$ cat src/logic/cev_pkg.sv
package cev_pkg;

  // vector numbers of the fixed exception sources
  localparam logic [6:0] VEC_RESET = 7'h00;
  localparam logic [6:0] VEC_ILLEGAL = 7'h04;
  localparam logic [6:0] VEC_NMI = 7'h07;
  localparam logic [6:0] VEC_TRAP_BASE = 7'h08;
  localparam logic [6:0] VEC_LAST = 7'h6b;

  // condition flags bit positions
  localparam int FLAG_I_POS = 7;
  localparam int FLAG_UI_POS = 6;
  // flags value loaded by reset: global mask set
  localparam logic [7:0] RST_CCR = 8'h80;

  // register byte offsets
  localparam logic [7:0] OFS_SYSCFG = 8'h00;
  localparam logic [7:0] OFS_HALT = 8'h04;
  localparam logic [7:0] OFS_HALT_A = 8'h08;
  localparam logic [7:0] OFS_SUB_HALT_B = 8'h0c;
  localparam logic [7:0] OFS_STATUS = 8'h10;

  // interrupt scheme field codes
  localparam logic [1:0] SCHEME_MODE0 = 2'h0;
  localparam logic [1:0] SCHEME_MODE1 = 2'h2;

  // halt control reset values: all halted except the transfer engine
  localparam int XFER_ENGINE_POS = 14;
  localparam logic [15:0] RST_HALT = 16'hbfff;
  localparam logic [7:0] RST_HALT_A = 8'hff;
  localparam logic [7:0] RST_SUB_HALT_B = 8'hff;

  // status register field positions
  localparam int ST_ACTIVE_POS = 0;
  localparam int ST_BLOCK_POS = 1;
  localparam int ST_BADVEC_POS = 8;
  localparam int ST_VEC_LSB = 16;

  // memory request to the core bus
  typedef struct packed {
    logic valid;
    logic write;
    logic [23:0] addr;
    logic [31:0] wdata;
  } cev_mem_req_s;

  // interrupt request from the interrupt controller
  typedef struct packed {
    logic req;
    logic nmi;
    logic [6:0] vec;
  } cev_irq_s;

  // sequencer states
  typedef enum logic [1:0] {ST_HOLD, ST_EXEC, ST_SAVE, ST_FETCH} cev_state_e;

  // kind of exception under way
  typedef enum logic [1:0] {K_RESET, K_ILL, K_IRQ, K_TRAP} cev_kind_e;

endpackage

$ cat src/logic/cev_exception_unit.sv
// Our own choices: the register offsets and the APB interface to the registers.
`timescale 1ns/1ps
// Notes on behaviour
// [RL1] each source owns vector at number times four
// [RL2] reserved vector numbers are never used
// [RL3] reset wins and halts everything immediately
// [RL4] reset pin held low long enough
// [RL5] reset clears state; watchdog overflow resets too
// [RL6] on release set mask, load reset vector
// [RL7] all interrupts blocked right after reset
// [RL8] first instruction runs; software loads stack pointer
// [RL9] peripherals except transfer engine start halted
// [RL10] interrupt: push pc and flags, then vector
// [RL11] nmi outranks every other interrupt
// [RL12] trap call handled anytime: push, then vector
// [RL13] trap field 0..3 selects vectors 8..11
// [RL14] trap sets mask; user mask by mode
// [RL15] word accesses force address bit zero low
// [RL16] software keeps the stack pointer even
// [RL17] priority: reset, illegal, interrupt, trap
// [RL18] no detection after flag ops or reset
// [RL19] two-bit field picks one of two modes
// [RL20] illegal instruction vectors through 4, flags kept
module cev_exception_unit #(
  parameter int VEC_MAX = 107
) (
  input wire logic pclk,
  input wire logic presetn,
  input wire logic chip_clear_input_n,
  input wire logic wdt_overflow,
  input wire logic psel,
  input wire logic penable,
  input wire logic pwrite,
  input wire logic [7:0] paddr,
  input wire logic [31:0] pwdata,
  output logic pready,
  output logic [31:0] prdata,
  output logic pslverr,
  input wire logic instr_end,
  input wire logic flag_op_done,
  input wire logic illegal_op,
  input wire logic trap_exec,
  input wire logic [1:0] trap_sel,
  input wire cev_pkg::cev_irq_s irq,
  input wire logic [23:0] pc_now,
  input wire logic [7:0] ccr_now,
  input wire logic [31:0] sp_now,
  input wire logic mem_ack,
  input wire logic [31:0] mem_rdata,
  output cev_pkg::cev_mem_req_s mem,
  output logic pc_load,
  output logic [23:0] pc_value,
  output logic ccr_load,
  output logic [7:0] ccr_value,
  output logic sp_load,
  output logic [31:0] sp_value,
  output logic irq_ack,
  output logic exc_active,
  output logic [15:0] module_halt_ctl,
  output logic [7:0] module_halt_ctl_a,
  output logic [7:0] sub_module_halt_ctl_b
);

  // the vector number must fit the seven-bit field and cover the irq block
  if (VEC_MAX < 64 || VEC_MAX > 127) begin : g_vec_max_check
    $error("VEC_MAX out of range");
  end

  logic wdt_rst; // one-cycle reset pulse from watchdog overflow
  logic core_rst_n; // combined asynchronous reset
  logic rel_meta; // release synchroniser, first stage
  logic rel_sync; // release synchroniser, second stage
  logic int_block; // interrupt acceptance blocked after reset
  logic bad_vec; // sticky: reserved vector was offered
  logic [1:0] irq_scheme; // irq_scheme_sel_hi, irq_scheme_sel_lo
  cev_pkg::cev_state_e state; // sequencer state
  cev_pkg::cev_kind_e kind; // exception being handled
  logic [6:0] vec_num; // vector number being handled
  logic [7:0] saved_ccr; // flags at exception entry
  logic detect; // interrupt detection point
  logic irq_take; // interrupt accepted this cycle
  logic [31:0] push_sp; // stack pointer after the push
  logic apb_setup; // setup phase of a transfer
  logic apb_wr; // write takes effect
  logic mode1; // interrupt control mode 1 selected

  // true for numbers set aside for system use or beyond the table
  function automatic logic is_reserved(input logic [6:0] v);
    logic r;
    r = 1'b0;
    if ((v >= 7'h01 && v <= 7'h03) || v == 7'h05 || v == 7'h06) begin
      r = 1'b1; // [RL2]
    end
    if ((v >= 7'h0c && v <= 7'h0f) || (v >= 7'h1e && v <= 7'h21)) begin
      r = 1'b1; // [RL2]
    end
    if (v > 7'(VEC_MAX)) begin
      r = 1'b1;
    end
    return r;
  endfunction

  // read request of a vector entry, four bytes per number
  function automatic cev_pkg::cev_mem_req_s fetch_req(input logic [6:0] v);
    cev_pkg::cev_mem_req_s m;
    m.valid = 1'b1;
    m.write = 1'b0;
    m.addr = {15'h0000, v, 2'h0}; // [RL1]
    m.wdata = 32'h0000_0000;
    return m;
  endfunction

  // pin reset and watchdog pulse both stop all processing at once
  assign core_rst_n = presetn & chip_clear_input_n & ~wdt_rst; // [RL3] [RL5]
  // longword push: stack pointer minus four with bit zero forced low
  assign push_sp = {sp_now[31:1] - 31'h0000_0002, 1'b0}; // [RL15]
  // mode 1 when the scheme field holds its code
  assign mode1 = (irq_scheme == cev_pkg::SCHEME_MODE1); // [RL19]
  // detection at instruction end, skipped after flag ops and reset
  assign detect = (state == cev_pkg::ST_EXEC) && instr_end && !flag_op_done
    && !int_block; // [RL18] [RL7]
  // nmi ignores mask and vector field, others need a legal vector and I clear
  assign irq_take = detect && irq.req && (irq.nmi
    || (!is_reserved(irq.vec) && !ccr_now[cev_pkg::FLAG_I_POS])); // [RL11]
  assign apb_setup = psel && !penable;
  assign apb_wr = psel && penable && pready && pwrite;

  // watchdog overflow becomes a one-cycle internal reset
  always_ff @(posedge pclk or negedge presetn) begin
    if (!presetn) begin
      wdt_rst <= 1'b0;
    end else begin
      wdt_rst <= wdt_overflow; // [RL5]
    end
  end

  // reset release passes two flip-flops before the sequencer sees it
  always_ff @(posedge pclk or negedge core_rst_n) begin
    if (!core_rst_n) begin
      rel_meta <= 1'b0;
      rel_sync <= 1'b0;
    end else begin
      rel_meta <= 1'b1;
      rel_sync <= rel_meta;
    end
  end

  // interrupts stay blocked until the first instruction completes
  always_ff @(posedge pclk or negedge core_rst_n) begin
    if (!core_rst_n) begin
      int_block <= 1'b1; // [RL7]
    end else if (state == cev_pkg::ST_EXEC && instr_end) begin
      int_block <= 1'b0; // [RL8]
    end
  end

  // sticky flag for a reserved vector offered; set beats clear
  always_ff @(posedge pclk or negedge core_rst_n) begin
    if (!core_rst_n) begin
      bad_vec <= 1'b0;
    end else if (detect && irq.req && !irq.nmi && is_reserved(irq.vec)) begin
      bad_vec <= 1'b1; // [RL2]
    end else if (apb_wr && paddr == cev_pkg::OFS_STATUS && pwdata[cev_pkg::ST_BADVEC_POS]) begin
      bad_vec <= 1'b0;
    end
  end

  // exception sequencer: save, fetch vector, load pc and flags
  always_ff @(posedge pclk or negedge core_rst_n) begin
    if (!core_rst_n) begin
      state <= cev_pkg::ST_HOLD;
      kind <= cev_pkg::K_RESET;
      vec_num <= cev_pkg::VEC_RESET;
      saved_ccr <= cev_pkg::RST_CCR;
      mem <= '0;
      pc_load <= 1'b0;
      pc_value <= 24'h00_0000;
      ccr_load <= 1'b0;
      ccr_value <= cev_pkg::RST_CCR; // [RL6]
      sp_load <= 1'b0;
      sp_value <= 32'h0000_0000;
      irq_ack <= 1'b0;
      exc_active <= 1'b1;
    end else begin
      pc_load <= 1'b0;
      ccr_load <= 1'b0;
      sp_load <= 1'b0;
      irq_ack <= 1'b0;
      case (state)
        cev_pkg::ST_HOLD: begin
          // reset handling: fetch vector 0 once the release is seen
          if (rel_sync) begin
            mem <= fetch_req(cev_pkg::VEC_RESET); // [RL6]
            state <= cev_pkg::ST_FETCH;
          end
        end
        cev_pkg::ST_EXEC: begin
          // fixed priority among simultaneous events
          if (instr_end && (illegal_op || irq_take || trap_exec)) begin
            mem.valid <= 1'b1;
            mem.write <= 1'b1;
            mem.addr <= push_sp[23:0]; // [RL15]
            mem.wdata <= {ccr_now, pc_now}; // [RL10]
            saved_ccr <= ccr_now;
            exc_active <= 1'b1;
            state <= cev_pkg::ST_SAVE;
            if (illegal_op) begin
              kind <= cev_pkg::K_ILL; // [RL17] [RL20]
              vec_num <= cev_pkg::VEC_ILLEGAL;
            end else if (irq_take) begin
              kind <= cev_pkg::K_IRQ; // [RL10]
              vec_num <= irq.nmi ? cev_pkg::VEC_NMI : irq.vec; // [RL11]
              irq_ack <= 1'b1;
            end else begin
              kind <= cev_pkg::K_TRAP; // [RL12]
              vec_num <= cev_pkg::VEC_TRAP_BASE + {5'h00, trap_sel}; // [RL13]
            end
          end
        end
        cev_pkg::ST_SAVE: begin
          // push done: commit stack pointer, then read the vector
          if (mem_ack) begin
            sp_load <= 1'b1;
            sp_value <= push_sp; // [RL16]
            mem <= fetch_req(vec_num); // [RL1] [RL10]
            state <= cev_pkg::ST_FETCH;
          end
        end
        cev_pkg::ST_FETCH: begin
          // vector read: jump and load the flags; global mask set unless illegal
          if (mem_ack) begin
            mem.valid <= 1'b0;
            pc_load <= 1'b1;
            pc_value <= mem_rdata[23:0]; // [RL6] [RL12]
            ccr_load <= 1'b1;
            exc_active <= 1'b0;
            state <= cev_pkg::ST_EXEC;
            case (kind)
              cev_pkg::K_RESET: begin
                ccr_value <= cev_pkg::RST_CCR; // [RL6]
              end
              cev_pkg::K_ILL: begin
                ccr_value <= saved_ccr; // [RL20]
              end
              default: begin
                // global mask set; user mask set only in mode 1
                ccr_value <= saved_ccr;
                ccr_value[cev_pkg::FLAG_I_POS] <= 1'b1; // [RL14]
                if (mode1) begin
                  ccr_value[cev_pkg::FLAG_UI_POS] <= 1'b1; // [RL14]
                end
              end
            endcase
          end
        end
        default: begin
          state <= cev_pkg::ST_HOLD;
        end
      endcase
    end
  end

  // configuration and halt control registers, written by software
  always_ff @(posedge pclk or negedge core_rst_n) begin
    if (!core_rst_n) begin
      irq_scheme <= cev_pkg::SCHEME_MODE0;
      module_halt_ctl <= cev_pkg::RST_HALT; // [RL9]
      module_halt_ctl_a <= cev_pkg::RST_HALT_A; // [RL9]
      sub_module_halt_ctl_b <= cev_pkg::RST_SUB_HALT_B; // [RL9]
    end else if (apb_wr) begin
      case (paddr)
        cev_pkg::OFS_SYSCFG: begin
          // only the two legal mode codes are accepted
          if (pwdata[1:0] == cev_pkg::SCHEME_MODE0 || pwdata[1:0] == cev_pkg::SCHEME_MODE1) begin
            irq_scheme <= pwdata[1:0]; // [RL19]
          end
        end
        cev_pkg::OFS_HALT: begin
          module_halt_ctl <= pwdata[15:0];
        end
        cev_pkg::OFS_HALT_A: begin
          module_halt_ctl_a <= pwdata[7:0];
        end
        cev_pkg::OFS_SUB_HALT_B: begin
          sub_module_halt_ctl_b <= pwdata[7:0];
        end
        default: irq_scheme <= irq_scheme;
      endcase
    end
  end

  // apb answer: one wait-free access phase, read data set up in setup
  always_ff @(posedge pclk or negedge core_rst_n) begin
    if (!core_rst_n) begin
      pready <= 1'b0;
      prdata <= 32'h0000_0000;
      pslverr <= 1'b0;
    end else begin
      pready <= apb_setup;
      if (apb_setup) begin
        prdata <= 32'h0000_0000;
        pslverr <= 1'b0;
        case (paddr)
          cev_pkg::OFS_SYSCFG: begin
            prdata[1:0] <= irq_scheme;
          end
          cev_pkg::OFS_HALT: begin
            prdata[15:0] <= module_halt_ctl;
          end
          cev_pkg::OFS_HALT_A: begin
            prdata[7:0] <= module_halt_ctl_a;
          end
          cev_pkg::OFS_SUB_HALT_B: begin
            prdata[7:0] <= sub_module_halt_ctl_b;
          end
          cev_pkg::OFS_STATUS: begin
            prdata[cev_pkg::ST_ACTIVE_POS] <= exc_active;
            prdata[cev_pkg::ST_BLOCK_POS] <= int_block;
            prdata[cev_pkg::ST_BADVEC_POS] <= bad_vec;
            prdata[cev_pkg::ST_VEC_LSB +: 7] <= vec_num;
          end
          default: begin
            // unmapped address answers with an error
            pslverr <= 1'b1;
          end
        endcase
      end
    end
  end

  // reset release leads to a read of entry zero next cycle
  a_reset_vector_read: assert property (@(posedge pclk) disable iff (!core_rst_n)
    (state == cev_pkg::ST_HOLD && rel_sync) |=> (mem.valid && !mem.write
    && mem.addr == 24'h00_0000)) // [RL6]
    else $error("reset did not fetch vector zero");
  a_irq_block_reset: assert property (@(posedge pclk) disable iff (!core_rst_n)
    irq_ack |-> !$past(int_block)) // [RL7]
    else $error("interrupt taken while blocked after reset");
  a_push_even_first: assert property (@(posedge pclk) disable iff (!core_rst_n)
    (state == cev_pkg::ST_SAVE) |-> (mem.valid && mem.write && !mem.addr[0])) // [RL10]
    else $error("stack push missing or odd address");
  a_trap_vector_sel: assert property (@(posedge pclk) disable iff (!core_rst_n)
    (state == cev_pkg::ST_EXEC && instr_end && !illegal_op && !irq_take && trap_exec)
    |=> (vec_num == 7'h08 + {5'h00, $past(trap_sel)})) // [RL13]
    else $error("trap vector not eight plus field");
  a_trap_ccr_flags: assert property (@(posedge pclk) disable iff (!core_rst_n)
    (pc_load && kind == cev_pkg::K_TRAP) |-> (ccr_value[7]
    && ccr_value[6] == (mode1 | saved_ccr[6]))) // [RL14]
    else $error("trap mask flags wrong");

  a_fetch_not_rsvd: assert property (@(posedge pclk) disable iff (!core_rst_n)
    (state == cev_pkg::ST_FETCH && mem.valid) |-> (!is_reserved(vec_num)
    && mem.addr == {15'h0000, vec_num, 2'h0})) // [RL1]
    else $error("vector fetch from reserved or wrong entry");

  a_illegal_first: assert property (@(posedge pclk) disable iff (!core_rst_n)
    (state == cev_pkg::ST_EXEC && instr_end && illegal_op)
    |=> (vec_num == 7'h04 && !irq_ack) ##1 (state == cev_pkg::ST_SAVE)) // [RL17]
    else $error("illegal instruction lost priority");

  a_no_detect_flag: assert property (@(posedge pclk) disable iff (!core_rst_n)
    (state == cev_pkg::ST_EXEC && instr_end && flag_op_done) |=> !irq_ack) // [RL18]
    else $error("interrupt taken after flag operation");

  a_nmi_always_taken: assert property (@(posedge pclk) disable iff (!core_rst_n)
    (state == cev_pkg::ST_EXEC && instr_end && !illegal_op && !flag_op_done
    && !int_block && irq.req && irq.nmi) |=> (irq_ack && vec_num == 7'h07)) // [RL11]
    else $error("nmi not accepted");

endmodule

$ cat config.mk
export PLATFORM = sky130hd
export DESIGN_NAME = cev_exception_unit
export DESIGN_NICKNAME = d
export VERILOG_FILES = /design/src/logic/cev_pkg.sv /design/src/logic/cev_exception_unit.sv
export SDC_FILE = /design/constraint.sdc
export NUM_CORES = 1
export LEC_CHECK = 0
export BUFFER_PORTS_ARGS = -buffer_cell sky130_fd_sc_hd__buf_2
export CAP_MARGIN = 20
export CELL_PAD_IN_SITES_DETAIL_PLACEMENT = 1
export CELL_PAD_IN_SITES_GLOBAL_PLACEMENT = 2
export CORE_MARGIN = 1
export CORE_UTILIZATION = 31
export CTS_BUF_LIST = sky130_fd_sc_hd__clkbuf_2 sky130_fd_sc_hd__clkbuf_4 sky130_fd_sc_hd__clkbuf_8
export CTS_CLUSTER_SIZE = 25
export DETAILED_ROUTE_END_ITERATION = 8
export PLACE_DENSITY_LB_ADDON = 0.1
export REMOVE_ABC_BUFFERS = 1
export SYNTH_ARGS = -nofsm -noshare
export SYNTH_HDL_FRONTEND = slang
export SYNTH_SLANG_ARGS = --single-unit
export TNS_END_PERCENT = 5
$ cat constraint.sdc
create_clock -name pclk -period 19 [get_ports pclk]
set_input_delay 3.8 -clock pclk [delete_from_list [all_inputs] [get_ports pclk]]
set_output_delay 3.8 -clock pclk [all_outputs]
set_load 0.005 [all_outputs]
==> results_dict.tcl <==
set metrics [dict create \
    reg2reg_from "state[1]$_DFFE_PN0P_" \
    crit_fanout 43 \
    synth_common_cells "dfrtp_1, nand2_1, o21ai_0, mux2_2, clkbuf_1" \
    grt_pass1_wl_um 46100 \
    firstDrtPassIters 4 \
    grt_pass1_vias 8051 \
    finalClockSkew_ns 0.0189 \
    htree_levels 2 \
    yosys_warnings 0 \
    tns_ns 0 \
    synth_cells 843 \
    portBuffers 315 \
    start_util_pct 31.7 \
    drive_above_1_share_pct 43.1 \
    setup_violations 0 \
    required_ns 19.36 \
    fin_ws_ns 12.75 \
    placedInstanceArea_mm2 0.0110 \
    yosys_register_bits 207 \
    cp-end-kind "flip-flop" \
    stdcell_area_mm2 0.0118 \
    p_seq_share_pct 41.4 \
    async_flop_share_pct 100 \
    layout.nets 1322 \
    synth_top_cell_by_area "dfrtp_1" \
    drtAntennaViolNets 0 \
    outcome "complete, no violations" \
    vdd_drop_max_mv 0.0608 \
    holdPathStages 0 \
    cap_violations 0 \
    p_sw_share_pct 34.5 \
    fin_crit_sh_pct 32.9 \
    hold_violations 0 \
    num_rows 62 \
    cts_setup_buffers 0 \
    crit_type "in -> reg" \
    synthTopCellsByArea "dfrtp_1, dfstp_2, mux2_2, o21ai_0, nand2_1" \
    whs_ns 0.358 \
    route.final.wire_length_um 29200 \
    r2r_slack_ns 14.76 \
    finish.utilization_pct 40.8 \
    rr_endpoint "mem[28]$_DFFE_PN0P_" \
    route.detailed.wl_per_inst_um 18.7 \
    tightest_slew_ns 0.943 \
    die_w_um 174 \
    dp_slack_ns 12.18 \
    clock_latency_ns 0.52 \
    crit_arrival_ns 6.61 \
    die_h_um 174 \
    via_count 7529 \
    total_power_mw 1.55 \
    design.die.area_mm2 0.0302 \
    clk_pin_slew_ns 0.06 \
    fmax_ghz 0.160 \
    worst_r2r_path_depth 9 \
    clockBufferDepth 3 \
    p_leak_nw 5.94 \
    pwr-share-clk_pct 27.3 \
    cts.sinks 207 \
    synth_edf_count 0 \
    drt-initial-drc-count 320 \
    coreArea_mm2 0.0289 \
    crit_path_start "irq[2]" \
    switching_power_mw 0.535 \
    synth.most_common_cell "dfrtp_1" \
    root_buffer "clkbuf_8" \
    grt_use_total_pct 19.4 \
    grt_max_degree 72 \
    syn_area_mm2 0.00914 \
    min_to "rel_sync$_DFF_PN0_" \
    cts_resized 0 \
    cp-start-kind "primary input" \
    stdcell_count 1560 \
    hold_buffers 0 \
    yosysSeqAreaShare_pct 57.2 \
    area_growth_pct 29.0 \
    power_density_mw_per_mm2 131 \
    hold_start "rel_meta$_DFF_PN0_" \
    cell_internal_pwr_mw 1.01 \
    grt_antenna_before_repair 1 \
    gp_congestion 0.739 \
    p_comb_share_pct 31.3 \
    cts_buffers 40 \
    period_minus_slack_ns 6.25 \
    rsz0062_at_grt "false" \
    netlist.area_leader.share_pct 47.1 \
    slew_violations 0 \
    drc 0 \
    ys_types 54 \
    hpwl_um 20400 \
    hold_class "reg -> reg" \
    ys.flop_type "dfrtp_1" \
    avgSynthCellArea_um2 10.8 \
    slew_headroom_pct 37.2 \
    dp.cells 1497 \
    ios 352 \
    grt-ovfl-total 0 \
    via_per_inst 4.83 \
    tritoncts "done" \
]
## cell usage in the layout (no fill, tap or decap), types with 3 or more instances in the layout
cell type,netlist,routed
a21oi_1,10,10
a221oi_1,3,3
a22o_1,36,36
a22oi_1,3,3
a31oi_1,5,5
a32o_1,5,5
and2_1,3,3
buf_2,6,315
buf_4,14,8
clkbuf_4,0,12
clkbuf_8,0,46
clkinv_2,0,3
conb_1,2,12
dfrtp_1,172,172
dfstp_2,35,35
ha_1,7,6
inv_1,16,16
mux2_2,73,73
mux2i_1,4,4
nand2_1,139,138
nand3_1,22,22
nor2_1,31,30
nor2b_1,4,4
nor3_1,21,21
nor3b_1,3,3
nor4_1,3,3
o21ai_0,108,108
o21ai_1,3,3
o2bb2ai_1,3,3
o31ai_1,6,6
or3_1,7,6
or4_1,4,4
xnor2_1,19,19
xor2_1,6,6
## routing by layer
metal	vias up	global-route usage (%)	share of wire [%]
met3	45	5.92	7.9
met2	257	31.6	47
li1	3542	-	-
met1	3685	25.1	44
met4	0	4.75	1.7
met5	-	0	0
## power by group through the flow
stage	clock network, mW	registers [mW]	logic, mW
6_report	0.423	0.640	0.484
5_1_grt	0.457	0.658	0.544
4_1_cts	0.441	0.643	0.498
3_5_place_dp	0	0.646	0.495
3_3_place_gp	0	0.642	0.489
2_1_floorplan	0	0.648	0.232
## worst max-delay path by stage
stage	to	depth (start not counted)
2_1_floorplan	bad_vec$_DFFE_PN0P_	2
3_3_place_gp	mem[38]$_DFFE_PN0P_	10
3_5_place_dp	mem[38]$_DFFE_PN0P_	10
4_1_cts	mem[11]$_DFFE_PN0P_	10
5_1_grt	mem[11]$_DFFE_PN0P_	10
6_report	mem[28]$_DFFE_PN0P_	10
## critical path, stage by stage
cell and delay, ns:
buf_2 0.13, o21ai_0 0.19, nand2_1 0.08, o21ai_1 0.26, nand3b_1 0.21, a2111oi_4 0.32, buf_4 0.48, or2_2 0.45
buf_4 0.47, o21ai_0 0.16
## logic make-up (layout without fill, tap and decap cells)
| group | Yosys count | after routing | share of synthesized area, % |
|---|---|---|---|
| muxes | 77 | 77 | 9.44 |
| xor gates and xnor gates | 25 | 25 | 2.40 |
| buffers and inverters | 80 | 402 | 3.94 |
| and+or+nand+nor | 253 | 253 | 12.8 |
| DFF | 207 | 207 | 57.2 |
| adders and majority gates | 7 | 7 | 0.959 |
| AOI/OAI and AO/OA | 192 | 192 | 13.2 |
| other | 2 | 13 | 0.0822 |
## sequential cells by signal (all words and copies together) (netlist names), 2 cells and up
name and count:
saved_ccr 8, prdata 23, irq_scheme 2, module_halt_ctl_a 8, ccr_value 8, kind 2
mem 57, sub_module_halt_ctl_b 8, module_halt_ctl 16, sp_value 31, pc_value 24, state 2
vec_num 7
## cell type report
class | count | area (µm²)
fill | 3310 | 17100
clock inverter | 3 | 15.0
inverter | 17 | 63.8
antenna | 1 | 2.50
sequential | 207 | 5220
multi-input combinational | 566 | 3620
timing repair buffer | 324 | 1660
clock buffer | 58 | 723
tap | 384 | 480
Note: power is estimated with default switching activity, not from simulation.
